--- src/rtl/bbs_pkg.sv ---
/*
 * bbs_pkg: constants for the branch and bit-set execution block.
 * assumes a core that counts four quarter phases per instruction cycle.
 */
`default_nettype none

package bbs_pkg;

    // -------------------------------------------------------------
    // widths
    // -------------------------------------------------------------
    localparam int unsigned PC_W = 21;
    localparam int unsigned IW_W = 16;
    localparam int unsigned DA_W = 12;
    localparam int unsigned DD_W = 8;
    localparam int unsigned BANK_W = 4;
    localparam int unsigned OFF_W = 11;

    // -------------------------------------------------------------
    // opcode fields
    // -------------------------------------------------------------
    localparam logic [4:0] OP_JUMP = 5'h1a;   // 1101 0 in the top five bits
    localparam logic [3:0] OP_SETB = 4'h8;    // 1000 in the top four bits
    localparam int unsigned ACC_BIT = 8;      // bank-access operand
    localparam int unsigned BITPOS_LSB = 9;   // bit position b, three bits

    // -------------------------------------------------------------
    // access bank layout and reset values
    // -------------------------------------------------------------
    localparam logic [7:0] ACC_SPLIT = 8'h80;      // low half bank 0, high half top bank
    localparam logic [3:0] ACC_LOW_BANK = 4'h0;
    localparam logic [3:0] ACC_HIGH_BANK = 4'hf;
    localparam logic [20:0] PC_RESET = 21'h000000;
    localparam logic [20:0] PC_STEP = 21'h000002;  // one program word

    // -------------------------------------------------------------
    // quarter phases, one-hot
    // -------------------------------------------------------------
    typedef enum logic [3:0] {
        BBS_Q1 = 4'b0001,
        BBS_Q2 = 4'b0010,
        BBS_Q3 = 4'b0100,
        BBS_Q4 = 4'b1000
    } bbs_phase_t;

endpackage

`default_nettype wire

--- src/rtl/bbs_exec.sv ---
/*
 * bbs_exec: executes the unconditional relative jump and the single bit
 * force high instructions of an 8-bit core, one quarter phase per clock.
 * assumes the fetch logic presents the word at pc - 2 during Q1 and a data
 * memory that answers a read combinationally in the same cycle.
 */
`timescale 1ns/100ps
`default_nettype none

module bbs_exec (
    input wire logic clk,
    input wire logic rst_n,
    input wire logic [15:0] instr_word,
    input wire logic instr_valid,
    input wire logic [3:0] bank_select_pointer,
    input wire logic [7:0] mem_rdata,
    output logic [20:0] pc,
    output logic [3:0] phase,
    output logic flush,
    output logic [11:0] mem_addr,
    output logic mem_rd,
    output logic mem_wr,
    output logic [7:0] mem_wdata,
    output logic status_we
);

    // -------------------------------------------------------------
    // decode helpers
    // -------------------------------------------------------------
    function automatic logic is_jump(input logic [15:0] w);
        return w[15:11] == bbs_pkg::OP_JUMP;
    endfunction

    function automatic logic is_setb(input logic [15:0] w);
        return w[15:12] == bbs_pkg::OP_SETB;
    endfunction

    // signed word offset doubled into a byte displacement
    function automatic logic [20:0] jump_disp(input logic [15:0] w);
        logic [20:0] ext;
        ext = {{10{w[10]}}, w[10:0]};
        return {ext[19:0], 1'b0};
    endfunction

    // full data address of register f for the given access bit
    function automatic logic [11:0] data_addr(input logic [15:0] w, input logic [3:0] bsp);
        logic [3:0] bank;
        bank = bsp;
        if (!w[bbs_pkg::ACC_BIT]) begin
            bank = (w[7:0] < bbs_pkg::ACC_SPLIT) ? bbs_pkg::ACC_LOW_BANK
                                                 : bbs_pkg::ACC_HIGH_BANK;
        end
        return {bank, w[7:0]};
    endfunction

    function automatic logic [7:0] bit_mask(input logic [15:0] w);
        return 8'h01 << w[bbs_pkg::BITPOS_LSB +: 3];
    endfunction

    // -------------------------------------------------------------
    // reset release
    // -------------------------------------------------------------
    logic rst_s1_q, rst_s1_d;
    logic rst_s2_q, rst_s2_d;

    // next values: a one walks in behind the released pin
    always_comb begin
        rst_s1_d = 1'b1;
        rst_s2_d = rst_s1_q;
    end

    // two flops release the reset on the clock
    always_ff @(posedge clk or negedge rst_n) begin
        if (!rst_n) begin
            rst_s1_q <= 1'b0;
            rst_s2_q <= 1'b0;
        end else begin
            rst_s1_q <= rst_s1_d;
            rst_s2_q <= rst_s2_d;
        end
    end

    // -------------------------------------------------------------
    // execution state
    // -------------------------------------------------------------
    bbs_pkg::bbs_phase_t phase_q, phase_d;
    logic [15:0] ir_q, ir_d;
    logic exec_q, exec_d;
    logic flush_q, flush_d;
    logic [20:0] pc_q, pc_d;
    logic [20:0] target_q, target_d;
    logic [11:0] addr_q, addr_d;
    logic rd_q, rd_d;
    logic wr_q, wr_d;
    logic [7:0] rdata_q, rdata_d;
    logic [7:0] wdata_q, wdata_d;

    // next values for one quarter phase
    always_comb begin
        phase_d = phase_q;
        ir_d = ir_q;
        exec_d = exec_q;
        flush_d = flush_q;
        pc_d = pc_q;
        target_d = target_q;
        addr_d = addr_q;
        rd_d = 1'b0;
        wr_d = 1'b0;
        rdata_d = rdata_q;
        wdata_d = wdata_q;
        case (phase_q)
            bbs_pkg::BBS_Q1: begin
                phase_d = bbs_pkg::BBS_Q2;
                // decode; the word fetched behind a jump is dropped
                ir_d = instr_word;
                exec_d = instr_valid && !flush_q;
                flush_d = 1'b0;
                if (instr_valid && !flush_q && is_setb(instr_word)) begin
                    addr_d = data_addr(instr_word, bank_select_pointer);
                    rd_d = 1'b1;
                end
            end
            bbs_pkg::BBS_Q2: begin
                phase_d = bbs_pkg::BBS_Q3;
                rdata_d = mem_rdata;
                if (exec_q && is_jump(ir_q)) begin
                    target_d = pc_q + jump_disp(ir_q);
                end
            end
            bbs_pkg::BBS_Q3: begin
                phase_d = bbs_pkg::BBS_Q4;
                if (exec_q && is_setb(ir_q)) begin
                    wdata_d = rdata_q | bit_mask(ir_q);
                    wr_d = 1'b1;
                end
            end
            bbs_pkg::BBS_Q4: begin
                phase_d = bbs_pkg::BBS_Q1;
                if (exec_q && is_jump(ir_q)) begin
                    pc_d = target_q;
                    flush_d = 1'b1;
                end else begin
                    pc_d = pc_q + bbs_pkg::PC_STEP;
                end
            end
            default: begin
                phase_d = bbs_pkg::BBS_Q1;
                exec_d = 1'b0;
            end
        endcase
    end

    // registers of the execution state
    always_ff @(posedge clk or negedge rst_s2_q) begin
        if (!rst_s2_q) begin
            phase_q <= bbs_pkg::BBS_Q1;
            ir_q <= 16'h0000;
            exec_q <= 1'b0;
            flush_q <= 1'b0;
            pc_q <= bbs_pkg::PC_RESET;
            target_q <= bbs_pkg::PC_RESET;
            addr_q <= 12'h000;
            rd_q <= 1'b0;
            wr_q <= 1'b0;
            rdata_q <= 8'h00;
            wdata_q <= 8'h00;
        end else begin
            phase_q <= phase_d;
            ir_q <= ir_d;
            exec_q <= exec_d;
            flush_q <= flush_d;
            pc_q <= pc_d;
            target_q <= target_d;
            addr_q <= addr_d;
            rd_q <= rd_d;
            wr_q <= wr_d;
            rdata_q <= rdata_d;
            wdata_q <= wdata_d;
        end
    end

    // -------------------------------------------------------------
    // outputs
    // -------------------------------------------------------------
    assign pc = pc_q;
    assign phase = phase_q;
    assign flush = flush_q;
    assign mem_addr = addr_q;
    assign mem_rd = rd_q;
    assign mem_wr = wr_q;
    assign mem_wdata = wdata_q;
    assign status_we = 1'b0;

    // -------------------------------------------------------------
    // assertions
    // -------------------------------------------------------------
    logic jump_q4;
    assign jump_q4 = (phase_q == bbs_pkg::BBS_Q4) && exec_q && is_jump(ir_q);
endmodule

`default_nettype wire

--- config.mk ---
export PLATFORM = sky130hd
export DESIGN_NAME = bbs_exec
export DESIGN_NICKNAME = d
export VERILOG_FILES = /design/src/rtl/bbs_pkg.sv /design/src/rtl/bbs_exec.sv
export SDC_FILE = /design/constraint.sdc
export NUM_CORES = 1
export LEC_CHECK = 0
export ABC_AREA = 1
export BUFFER_PORTS_ARGS = -buffer_cell sky130_fd_sc_hd__buf_4
export CAP_MARGIN = 30
export CORE_MARGIN = 4
export CORE_UTILIZATION = 52
export DETAILED_ROUTE_END_ITERATION = 7
export HOLD_SLACK_MARGIN = 0.02
export PLACE_DENSITY = 0.76
export SLEW_MARGIN = 20
export SYNTH_ARGS = -nofsm -noshare
export SYNTH_HDL_FRONTEND = slang
export SYNTH_SLANG_ARGS = --single-unit
--- constraint.sdc ---
create_clock -name clk -period 2.9 [get_ports clk]
set_input_delay 0.58 -clock clk [delete_from_list [all_inputs] [get_ports clk]]
set_output_delay 0.58 -clock clk [all_outputs]
set_load 0.02 [all_outputs]
==> results.md, run 1 <==
- The worst hold margin is 0.3405 ns.
- The first-pass GRT wire length is 21940 µm.
- After the first detailed-routing iteration, the DRC count stood at 360.
- The worst path needs 2.152 ns of the cycle, external delays included.
- Counting flops with a built-in enable in the synthesized netlist gives 0.
- After technology mapping, the gate count stands at 707.
- The count of yosys warnings during synthesis is 0.
- After detailed routing, the number of vias per cell comes to 5.279.
- The post-cts resize count is 0.
- The count of buffer and inverter cells on the critical path is 0.
- The initial antenna violation count is 0.
- Relative to the synthesized area, the layout overhead comes to 17.06%.
- The cell family contributing the most delay on the critical path is simple AND/OR/NAND/NOR gates.
- The share of total power in the clock network is 0.257.
- The worst setup path is launched from a flop.
- The type of the most critical hold path is flop to async pin.
- At the end of the flow the core is filled with cells to 0.6326.
- The clock drives 96 sinks.
- The switching power is 1.154 mW.
- After clock tree synthesis, the clock-pin slew on the worst setup and hold paths is 0.09 ns.
- The worst-case reg-to-reg path depth is 10.
- The finished layout holds 924 standard cells, fillers aside.
- For this run the aggregate overflow at the end of global routing stands at 0.
- The initial cell density of the core is 0.5404.
- At the worst endpoint, the arrival time is 2.41 ns.
- The clock passes through at most 2 buffers.
- The detailed-route DRC error count is 0.
- The critical path required time is 3.16 ns.
- The critical path capture point type is a flop.
- The share of the clock period used by the worst path is 0.7420.
- Across every metal layer, demand over resource in global routing totals 0.2356.
- Buffers added to address setup during post-CTS repair amount to 0.
- The worst ir drop on vdd is 387.8 µV.
- The completed layout was analyzed and its total power is 3.380 mW.
- Setup repair after global routing left no endpoint under its margin.
- The smallest setup slack after layout is 0.7482 ns.
- After floorplanning, the core was sized to cover 0.009910 mm².
- In this run, placement finished with an instance count of 907.
- Synthesis produced a netlist with a net count of 759.
- After detailed routing, the total wire length is 13590 µm.
- The synthesized netlist contains 38 unique library cells.
- The number of global-route vias before repair is 4569.
- The post-place instance area is 0.006070 mm².
- The H-tree was split into 3 levels.
- The number of filler cells placed in the layout is 898.
- For this run, the register share of the synthesized area comes to 0.4488.
- Among all flip-flop cells after synthesis, the most frequent one is sky130_fd_sc_hd__dfrtp_1.
- For this design the ratio of total power to cell area is 539.2 mW/mm².
- In the final routed layout, each cell accounts on average for 14.70 µm.
- The top-level port count is 80.
- The total leakage power is 3.256 nW.
- The portion of total power attributed to combinational logic is 0.270.
- The number of buffers inserted by hold repair at cts is 1.
- The critical path's slowest cell is sky130_fd_sc_hd__dfrtp_1.
- For this run, the top clock speed supported by timing is 464.7 MHz.
- The later-pin clock latency in the skew report is 0.37 ns.
- In this run the horizontal extent of the chip is 109.5 µm.
- The flow ran to the end, and the final reports show no timing, DRC or antenna violations.
- Timing analysis after detailed placement gives a worst setup slack of 0.7704 ns.
- Headroom to the max-slew limit came out at 0.6029.
- The congestion estimate from routability-driven global placement came to 0.9287.
- The HPWL reported at the end of detailed placement is 10300 µm.
- The total via count after detailed routing is 4878.
- The die covers 0.01199 mm².
- By instance count, the cell type seen most on the critical path is sky130_fd_sc_hd__nand2_1.
- The number of placement rows is 36.
- The first detailed-routing pass took 5 iterations.
- The switching power as a share of total power is 0.3415.
- The cell at the root of the clock tree is sky130_fd_sc_hd__clkbuf_8.
- In this run the remaining antenna-violating nets after routing total 0.
- The critical path is of the flop to flop type.
- The delay of the slowest critical-path stage is 0.48 ns.
- The highest net fanout along the worst path is 6.
- The pin count of the biggest net entering global routing is 52.
- The slew at the pin with the worst max-slew slack is 0.5956 ns.
- Of the cells placed in the final design, the portion with a size suffix greater than 1 is 0.1441.
- TritonCTS built the clock tree.
- The post-synthesis average cell area is 7.574 µm².
- The synthesized design contains 96 register bits.
- The clock arrives with 0.009619 ns of skew.
- Walking the worst path, the cells encountered are ha_1 > fa_1 > nand3_1 > nand3_1 > nand2_1 > nand2_1 > nand2_1 > nand3b_1 > nand3_1 > nand2_1.
- The y dimension of the die is 109.5 µm.
- Across the run, the number of max-cap violations was 0.
- The share of total power dissipated in sequential elements is 0.472.
- The startpoint identified for the worst register-to-register timing path is pc[1]$_DFFE_PN0P_.
- For this run, asynchronously set or reset flops after synthesis account for 1.000.
- The number of max-slew violations in the final report is 0.
- Setup violations remaining at the end of the flow were counted as 0.
- At the end of the flow, the number of nets in the layout was 838.
- Counting buffers and inverters, the worst setup path is 10 cells deep.
- The number of port buffers is 78.
- In this run the worst setup path begins at pc[1]$_DFFE_PN0P_.
- Clock tree synthesis inserted a total of 9 buffers.
- The final hold violation count is 0.
- The repair_antennas step left the layout with diodes totalling 0.
- The final cell area excluding filler cells is 0.006269 mm².
- The library cells used most frequently in the layout, excluding fill and tap cells, are sky130_fd_sc_hd__nand2_1 (235), sky130_fd_sc_hd__dfrtp_1 (94), sky130_fd_sc_hd__buf_4 (81), sky130_fd_sc_hd__inv_1 (78), sky130_fd_sc_hd__nor2_1 (56).
- The final sum of negative setup slack is 0 ns.
- Internal power comes to 2.226 mW.
- The library cell used most frequently in the layout, excluding fill and tap cells, is sky130_fd_sc_hd__nand2_1.
- Summing every instance area after synthesis gives 0.005355 mm².
-- power groups by stage --
stage	Combinational (mW)	Sequential, mW	Clock, mW
floorplan	0.533	1.67	0
global placement	0.895	1.62	0
detailed placement	0.908	1.62	0
CTS	0.915	1.60	0.887
global route	1.03	1.61	0.938
finish	0.913	1.60	0.870
-- layer usage --
| layer | wire length (µm) | track usage | vias up |
|---|---|---|---|
| li1 | - | - | 2425 |
| met1 | 6058 | 0.3161 | 2293 |
| met2 | 6553 | 0.3840 | 141 |
| met3 | 714 | 0.04228 | 19 |
| met4 | 261 | 0.08370 | 0 |
| met5 | 0 | 0 | - |
-- synth_stat cells (all sizes together) (3+ instances only) --
| library cell | n | area share |
|---|---|---|
| nand4 | 3 | 0.0035 |
| nand2 | 235 | 0.16 |
| ha | 20 | 0.047 |
| nand3 | 49 | 0.047 |
| o21ai | 61 | 0.058 |
| a31oi | 8 | 0.0093 |
| nor2 | 60 | 0.047 |
| nand3b | 6 | 0.0084 |
| a21oi | 22 | 0.021 |
| nor3 | 14 | 0.018 |
| xor2 | 7 | 0.011 |
| and2 | 3 | 0.0035 |
| o21bai | 3 | 0.0042 |
| buf | 8 | 0.011 |
| dfrtp | 95 | 0.44 |
| o221ai | 3 | 0.0049 |
| clkbuf | 7 | 0.0049 |
| inv | 84 | 0.059 |
| o211ai | 3 | 0.0042 |
| xnor2 | 7 | 0.011 |
-- state kept, by name (all words and copies together) (netlist names) --
signal / flops
mem_wdata: 8
rst_s2_q: 1
mem_wr: 1
pc: 21
flush: 1
phase: 4
rdata_q: 8
exec_q: 1
mem_addr: 12
rst_s1_q: 1
ir_q: 16
mem_rd: 1
target_q: 21
-- worst register-to-register path, delay by kind of cell (launching register included) --
family,cells,cell delay [ns]
flip-flops,1,0.48
AND/OR/NAND/NOR,8,0.80
adder cells (fa/ha/maj),2,0.76
-- worst paths after layout --
path / end / slack, ns
max reg2reg: target_q[13]$_DFFE_PN0P_ / 0.75
max: target_q[13]$_DFFE_PN0P_ / 0.75
min: mem_addr[11]$_DFFE_PN0P_ / 0.34
min reg2reg: mem_addr[11]$_DFFE_PN0P_ / 0.34
max in group asynchronous: phase[0]$_DFF_PN1_ / 1.83
min in group clk: rst_s2_q$_DFF_PN0_ / 0.36
-- final cells by class --
type	count	area, µm²	share of cell area
clock buffers	12	135.1	0.02156
clock inverters	4	53.80	0.008583
inverters	84	315.3	0.05030
multi-input cells	512	2552	0.4072
flip-flops and latches	96	2407	0.3840
well taps	133	166.4	0.02655
repair buffers	83	638.1	0.1018
-- cell families (layout without fill, tap and decap cells) --
family                     Yosys count  in the layout  synth area share
AOI/OAI and AO/OA                  104            104            0.1070
xor gates and xnor gates            14             14           0.02290
adders and majority gates           21             21           0.05047
buffers and inverters               99            183           0.07453
DFF                                 96             96            0.4488
other                                2              2          0.001402
and+or+nand+nor                    371            371            0.2949
(Power assumes the default switching activity.)
==> inputs of run 2 (changes only) <==
==> constraint.sdc (replaced) <==
create_clock -name clk -period 1.8 [get_ports clk]
set_input_delay 0.36 -clock clk [delete_from_list [all_inputs] [get_ports clk]]
set_output_delay 0.36 -clock clk [all_outputs]
set_load 0.02 [all_outputs]
==> results.md, run 2 (synthesis results as in run 1) <==
- The layout overhead on the synthesized area was 36.64% (was 17.06%).
- The global-route congestion overflow total is 0 (unchanged).
- The area of the die is 0.01199 mm² (unchanged).
- The slew at the pin with the worst max-slew slack is 0.5375 ns (was 0.5956 ns).
- The worst slew slack as a fraction of its limit is 0.6413 (was 0.6029).
- The share of layout cells above drive strength 1 is 0.2960 (was 0.1441).
- The pin count of the biggest net entering global routing is 33 (was 52).
- The number of placement rows came to 36 (unchanged).
- The share of the clock period used by the worst path is 0.9860 (was 0.7420).
- The final hold violation count is 0 (unchanged).
- The antenna diode instance count is 0 (unchanged).
- The post-place instance area is 0.006644 mm² (was 0.006070 mm²).
- The total track usage was 0.2567 (was 0.2356).
- The critical path required time is 2.07 ns (was 3.16 ns).
- The worst ir drop on vdd is 753.3 µV (was 387.8 µV).
- The detailed route wirelength on metal2 is 7826 µm (was 6553 µm).
- The H-tree level count is 3 (unchanged).
- The max-capacitance violation count is 0 (unchanged).
- Highest-count cells in the layout ignoring fill and taps: sky130_fd_sc_hd__nand2_1 (223), sky130_fd_sc_hd__buf_4 (160), sky130_fd_sc_hd__dfrtp_1 (92), sky130_fd_sc_hd__inv_1 (76), sky130_fd_sc_hd__o21ai_0 (53) (was sky130_fd_sc_hd__nand2_1 (235), sky130_fd_sc_hd__dfrtp_1 (94), sky130_fd_sc_hd__buf_4 (81), sky130_fd_sc_hd__inv_1 (78), sky130_fd_sc_hd__nor2_1 (56)).
- The TritonCTS sink count was 96 (unchanged).
- The number of DRC markers in iteration 0 came to 341 (was 360).
- The routability congestion estimate is 0.9648 (was 0.9287).
- The number of global-route vias before repair is 5014 (was 4569).
- The post-layout minimum cycle time was 1.775 ns (was 2.152 ns).
- The type of the most critical hold path is input pin to flop (was flop to async pin).
- The clock skew is 0.01561 ns (was 0.009619 ns).
- The total core area is 0.009910 mm² (unchanged).
- The first-pass GRT wire length is 23780 µm (was 21940 µm).
- RSZ-0062 raised after global routing: yes (was no).
- The critical path class is flop to flop (unchanged).
- The later-pin clock latency in the skew report is 0.38 ns (was 0.37 ns).
- Run status: completed (unchanged).
- The total of endpoints with negative setup slack in the final report is 0 (unchanged).
- The initial cell density of the core was 0.5404 (unchanged).
- The total leakage power is 3.699 nW (was 3.256 nW).
- The initial antenna violation count came to 0 (unchanged).
- The clock transition time at the flip-flop clock pins of the worst setup and hold paths is 0.10 ns (was 0.09 ns).
- The number of buffers created by CTS is 9 (unchanged).
- The final cell area excluding filler cells is 0.007317 mm² (was 0.006269 mm²).
- The HPWL reported at the end of detailed placement is 11660 µm (was 10300 µm).
- The highest net fanout along the worst path was 5 (was 6).
- The aggregate routed wire length is 15480 µm (was 13590 µm).
- The fmax is 563.4 MHz (was 464.7 MHz).
- The uppermost signal routing layer after detailed routing is met4 (unchanged).
- The CTS tree is built (unchanged).
- The final sum of negative setup slack was 0 ns (unchanged).
- The number of detailed-route iterations in the first pass is 5 (unchanged).
- The number of nets with antenna violations after detailed routing is 0 (unchanged).
- The routed metal-1 wire length came to 6499 µm (was 6058 µm).
- The worst path arrival time was 2.04 ns (was 2.41 ns).
- The leading cell type in the layout, fill and taps excluded is sky130_fd_sc_hd__nand2_1 (unchanged).
- The detailed-routed wire length on met3 is 903 µm (was 714 µm).
- The detailed-route DRC error count is 0 (unchanged).
- The number of max-slew violations in the final report was 0 (unchanged).
- The top-level port count is 80 (unchanged).
- The detail-routed via count per cell is 5.278 (was 5.279).
- The total number of nets in the final design came to 922 (was 838).
- The power per cell area is 830.1 mW/mm² (was 539.2 mW/mm²).
- The cell at the root of the clock tree was sky130_fd_sc_hd__clkbuf_8 (unchanged).
- The critical path capture point type is a flop (unchanged).
- The die boundary width was 109.5 µm (unchanged).
- The number of port buffers is 78 (unchanged).
- The type of origin of the critical path is a flop (unchanged).
- The average wire length per cell after detail routing is 15.35 µm (was 14.70 µm).
- The y dimension of the die is 109.5 µm (unchanged).
- The number of buffers on the longest clock path is 2 (unchanged).
- The total via count after detailed routing came to 5320 (was 4878).
## run 2: cell count changes in the layout (fill, tap and decap cells not counted), moves of 6 or more
cell                      previous run  this run
sky130_fd_sc_hd__a21oi_1            22        15
sky130_fd_sc_hd__nand3_2             1         7
sky130_fd_sc_hd__a21oi_2             0         7
sky130_fd_sc_hd__buf_4              81       160
sky130_fd_sc_hd__nand3_1            48        40
sky130_fd_sc_hd__nand2_2             0        10
sky130_fd_sc_hd__nor2_1             56        48
sky130_fd_sc_hd__nand2_1           235       223
sky130_fd_sc_hd__ha_4                0        18
sky130_fd_sc_hd__ha_1               20         2
## run 2: path summary, 6_finish.rpt
check                                   start                        to  slack [ns]  depth (start not counted)
hold reg to reg            rst_s2_q$_DFF_PN0_          mem_rd$_DFF_PN0_        0.19                          0
setup reg to reg            pc[2]$_DFFE_PN0P_  target_q[14]$_DFFE_PN0P_        0.03                         10
min in group asynchronous  rst_s2_q$_DFF_PN0_          mem_rd$_DFF_PN0_        0.19                          0
max in group asynchronous  rst_s2_q$_DFF_PN0_         pc[1]$_DFFE_PN0P_        0.99                          1
setup / recovery            pc[2]$_DFFE_PN0P_  target_q[14]$_DFFE_PN0P_        0.03                         10
hold / removal                 instr_word[13]          mem_rd$_DFF_PN0_        0.16                          2
## run 2: through the flow
step	setup slack (ns)	util	instances	total power, mW	hold WS, ns
CTS	-0.06029	0.6947	1000	5.823	0.1416
finish	0.02519	0.7384	1008	6.074	0.1573
global route	-0.09095	0.7384	1008	6.403	0.1475
detailed placement	-0.1074	0.6705	983	4.435	0.1436
floorplan	0.03126	-	707	3.559	0.06441
global placement	-0.1102	0.6705	983	4.408	0.1432
## run 2: cell type report
type | count | area, µm²
multi-input combinational | 512 | 2950
timing repair buffer | 167 | 1296
inverter | 84 | 315.3
clock inverter | 6 | 51.30
sequential | 96 | 2410
fill | 787 | 2592
tap | 133 | 166.4
clock buffer | 10 | 127.6
## run 2: critical path: stages, from the launching register on
cell	delay, ns
sky130_fd_sc_hd__dfrtp_1	0.40
sky130_fd_sc_hd__buf_4	0.17
sky130_fd_sc_hd__ha_1	0.31
sky130_fd_sc_hd__nand3_1	0.11
sky130_fd_sc_hd__nand3_2	0.13
sky130_fd_sc_hd__nand2_1	0.09
sky130_fd_sc_hd__nand2_1	0.12
sky130_fd_sc_hd__nand2_1	0.13
sky130_fd_sc_hd__nand3b_1	0.08
sky130_fd_sc_hd__nand3_1	0.08
sky130_fd_sc_hd__nand2_1	0.05
## run 2: per-layer routing
metal	track usage	up-vias
li1	-	2596
met1	0.3357	2547
met2	0.4368	158
met3	0.04345	19
met4	0.07836	0
met5	0	-
## run 2: power by group
part,switching [mW],total (mW),internal [mW]
clock network,0.835,1.36,0.523
logic,1.19,2.20,1.02
registers,0.173,2.51,2.34
## run 2: timing repair
action	in CTS	in global routing
hold endpoints to repair	2	0
buffers inserted	0	8
hold buffers	1	0
pin swaps	4	11
gates resized for setup	12	65
endpoints found under the setup margin	10	33
==> inputs of run 3 (changes only) <==
==> constraint.sdc (replaced) <==
create_clock -name clk -period 1.6 [get_ports clk]
set_input_delay 0.32 -clock clk [delete_from_list [all_inputs] [get_ports clk]]
set_output_delay 0.32 -clock clk [all_outputs]
set_load 0.02 [all_outputs]
==> results.md, run 3 (synthesis results as in run 1) <==
- The clock transition time at the flip-flop clock pins of the worst setup and hold paths was 0.09 ns (was 0.10 ns).
- The pin count of the biggest net entering global routing is 95 (was 33).
- The post-layout minimum cycle time came to 1.841 ns (was 1.775 ns).
- The antenna diode instance count is 0 (unchanged).
- The global-route congestion overflow total is 0 (unchanged).
- The critical path class is flop to flop (unchanged).
- The source of the worst register-to-register timing path is pc[1]$_DFFE_PN0P_ (was pc[2]$_DFFE_PN0P_).
- The fmax is 543.3 MHz (was 563.4 MHz).
- The total of endpoints with negative setup slack in the final report is 23 (was 0).
- The TritonCTS sink count came to 96 (unchanged).
- The worst-case reg-to-reg path depth is 10 (unchanged).
- The final hold violation count is 0 (unchanged).
- The number of cells on the critical path is 10 (unchanged).
- The internal power summed over all cells is 4.868 mW (was 3.880 mW).
- The number of port buffers is 78 (unchanged).
- The share of the core filled with cells in the final layout is 0.8100 (was 0.7384).
- The critical path capture point type is a flop (unchanged).
- The HPWL reported at the end of detailed placement came to 11530 µm (was 11660 µm).
- The number of detailed-route iterations in the first pass is 6 (was 5).
- The type of the most critical hold path is input pin to flop (unchanged).
- The cell family contributing the most delay on the critical path was simple AND/OR/NAND/NOR gates (unchanged).
- The switching power was 2.703 mW (was 2.194 mW).
- The share of the clock period used by the worst path was 1.150 (was 0.9860).
- The number of DRC markers in iteration 0 came to 436 (was 341).
- The final sum of negative setup slack is -2.842 ns (was 0 ns).
- The final reports fail on negative setup slack.
- The initial antenna violation count came to 0 (unchanged).
- The number of filler cells placed in the layout is 628 (was 787).
- The total core area is 0.009910 mm² (unchanged).
- The critical path required time came to 1.88 ns (was 2.07 ns).
- Run status: finished, violations left (was completed).
- The initial cell density of the core is 0.5404 (unchanged).
- The dominant cell type by count on the critical path was sky130_fd_sc_hd__nand2_2 (was sky130_fd_sc_hd__nand2_1).
- The detail-routed via count per cell is 5.556 (was 5.278).
- The share of total power in the clock network is 0.223 (about the same).
- The critical path capture point is target_q[17]$_DFFE_PN0P_ (was target_q[14]$_DFFE_PN0P_).
- The H-tree level count is 3 (unchanged).
- The top-level port count was 80 (unchanged).
- The portion of total power attributed to combinational logic was 0.398 (was 0.363).
- The number of max-slew violations in the final report is 0 (unchanged).
- The worst path arrival time came to 2.12 ns (was 2.04 ns).
- The detailed-route DRC error count was 0 (unchanged).
- The max-capacitance violation count is 0 (unchanged).
- The total leakage power was 3.996 nW (was 3.699 nW).
- RSZ-0062 raised after global routing: yes (unchanged).
- The register-to-register setup slack is -0.24 ns (was 0.03 ns).
- The clock skew is 0.01744 ns (was 0.01561 ns).
- The routability congestion estimate is 0.9204 (was 0.9648).
- The later-pin clock latency in the skew report is 0.39 ns (was 0.38 ns).
- The average wire length per cell after detail routing is 17.37 µm (was 15.35 µm).
- The number of placement rows is 36 (unchanged).
- The area of the die is 0.01199 mm² (unchanged).
- The delay of the slowest critical-path stage is 0.46 ns (was 0.40 ns).
- Highest-count cells in the layout ignoring fill and taps: sky130_fd_sc_hd__nand2_1 (196), sky130_fd_sc_hd__buf_4 (181), sky130_fd_sc_hd__dfrtp_1 (79), sky130_fd_sc_hd__inv_1 (67), sky130_fd_sc_hd__o21ai_0 (42) (was sky130_fd_sc_hd__nand2_1 (223), sky130_fd_sc_hd__buf_4 (160), sky130_fd_sc_hd__dfrtp_1 (92), sky130_fd_sc_hd__inv_1 (76), sky130_fd_sc_hd__o21ai_0 (53)).
- The total via count after detailed routing came to 5789 (was 5320).
- Crit path cell chain: ha_4 > fa_2 > nand3_2 > nand3_4 > nand2_2 > nand2_4 > nand2_2 > nand3b_1 > nand3_1 > nand2_1 (was buf_4 > ha_1 > nand3_1 > nand3_2 > nand2_1 > nand2_1 > nand2_1 > nand3b_1 > nand3_1 > nand2_1).
- The total track usage is 0.2925 (was 0.2567).
- The y dimension of the die is 109.5 µm (unchanged).
- The total number of nets in the final design is 956 (was 922).
- The aggregate routed wire length was 18100 µm (was 15480 µm).
- The worst setup slack after placement is -0.2157 ns (was -0.1074 ns).
- The number of global-route vias before repair is 5696 (was 5014).
- The worst ir drop on vdd came to 913.4 µV (was 753.3 µV).
- The highest net fanout along the worst path is 4 (was 5).
- The die boundary width is 109.5 µm (unchanged).
- The first-pass GRT wire length was 27030 µm (was 23780 µm).
- The critical path's slowest cell is sky130_fd_sc_hd__dfrtp_2 (was sky130_fd_sc_hd__dfrtp_1).
- The number of buffers created by CTS is 9 (unchanged).
- The register share of total power is 0.380 (was 0.414).
- The layout overhead on the synthesized area came to 49.88% (was 36.64%).
- The switching power as a share of total power was 0.3570 (was 0.3613).
- The number of buffers on the longest clock path was 2 (unchanged).
- The count of buffer and inverter cells on the critical path is 0 (was 1).
- The worst flop-to-flop path endpoint is target_q[17]$_DFFE_PN0P_ (was target_q[14]$_DFFE_PN0P_).
- The leading cell type in the layout, fill and taps excluded is sky130_fd_sc_hd__nand2_1 (unchanged).
- The share of layout cells above drive strength 1 is 0.4136 (was 0.2960).
- The power per cell area was 943.2 mW/mm² (was 830.1 mW/mm²).
- The cell at the root of the clock tree is sky130_fd_sc_hd__clkbuf_8 (unchanged).
- The smallest setup slack after layout came to -0.2406 ns (was 0.02519 ns).
- The number of nets with antenna violations after detailed routing is 0 (unchanged).
- The CTS tree is built (unchanged).
- The type of origin of the critical path is a flop (unchanged).
- The launching instance or port of the critical path is pc[1]$_DFFE_PN0P_ (was pc[2]$_DFFE_PN0P_).
## run 3: how the worst min path moves through the flow
stage | cells after the start | end | slack (ns) | start
after CTS | 2 | mem_rd$_DFF_PN0_ | 0.11 | instr_word[13]
after floorplan | 0 | rst_s1_q$_DFF_PN0_ | 0.02 | rst_n
after global routing | 2 | mem_rd$_DFF_PN0_ | 0.1 | instr_word[13]
after detailed placement | 1 | rst_s1_q$_DFF_PN0_ | 0.11 | rst_n
final | 2 | mem_rd$_DFF_PN0_ | 0.11 | instr_word[13]
after global placement | 1 | rst_s1_q$_DFF_PN0_ | 0.10 | rst_n
## run 3: routing by layer
| metal | global-route usage | vias up | wire [µm] |
|---|---|---|---|
| li1 | - | 2671 | - |
| met1 | 0.3568 | 2755 | 6876 |
| met2 | 0.4991 | 284 | 9142 |
| met3 | 0.06635 | 79 | 1324 |
| met4 | 0.1211 | 0 | 753 |
| met5 | 0 | - | 0 |
## run 3: power groups by stage
stage	clock, mW	combinational [mW]	sequential, mW
after floorplan	0	1.05	3.07
after global placement	0	2.21	2.87
after detailed placement	0	2.25	2.89
after CTS	1.68	2.54	2.85
after global routing	1.79	3.25	2.89
final	1.68	3.01	2.88
## run 3: final cells by class
type	instances	area, µm²	share of cell area
repair buffers	199	1590	0.1981
inverters	84	329.1	0.04100
multi-input cells	512	3299	0.4111
well taps	133	166.4	0.02073
clock inverters	4	55.05	0.006859
repair inverters	2	15.01	0.001871
flip-flops and latches	96	2426	0.3023
clock buffers	12	145.1	0.01808
## run 3: stage by stage
| stage | instances | hold slack, ns | cell area [µm²] | power, mW |
|---|---|---|---|---|
| 4_1_cts | 1029 | 0.1110 | 7550 | 7.070 |
| 3_3_place_gp | 996 | 0.1027 | 6914 | 5.083 |
| 3_5_place_dp | 996 | 0.1063 | 6914 | 5.134 |
| 5_1_grt | 1042 | 0.09553 | 8026 | 7.930 |
| 6_report | 1042 | 0.1127 | 8026 | 7.571 |
| 2_1_floorplan | 707 | 0.02441 | 5523 | 4.126 |
## run 3: repair_timing
item                       in CTS  in global routing
setup buffers                  15                 13
cloned                          1                  1
setup endpoints to repair      41                 61
hold buffers                    1                  0
pin swaps                      28                 45
resized for setup              83                 99
hold endpoints to repair        2                  0
## run 3: worst register-to-register path, stage by stage (launching register included)
cell and delay (ns):
sky130_fd_sc_hd__dfrtp_2 0.46, sky130_fd_sc_hd__ha_4 0.18, sky130_fd_sc_hd__fa_2 0.43, sky130_fd_sc_hd__nand3_2 0.13, sky130_fd_sc_hd__nand3_4 0.08, sky130_fd_sc_hd__nand2_2 0.08, sky130_fd_sc_hd__nand2_4 0.07, sky130_fd_sc_hd__nand2_2 0.08
sky130_fd_sc_hd__nand3b_1 0.09, sky130_fd_sc_hd__nand3_1 0.10, sky130_fd_sc_hd__nand2_1 0.05
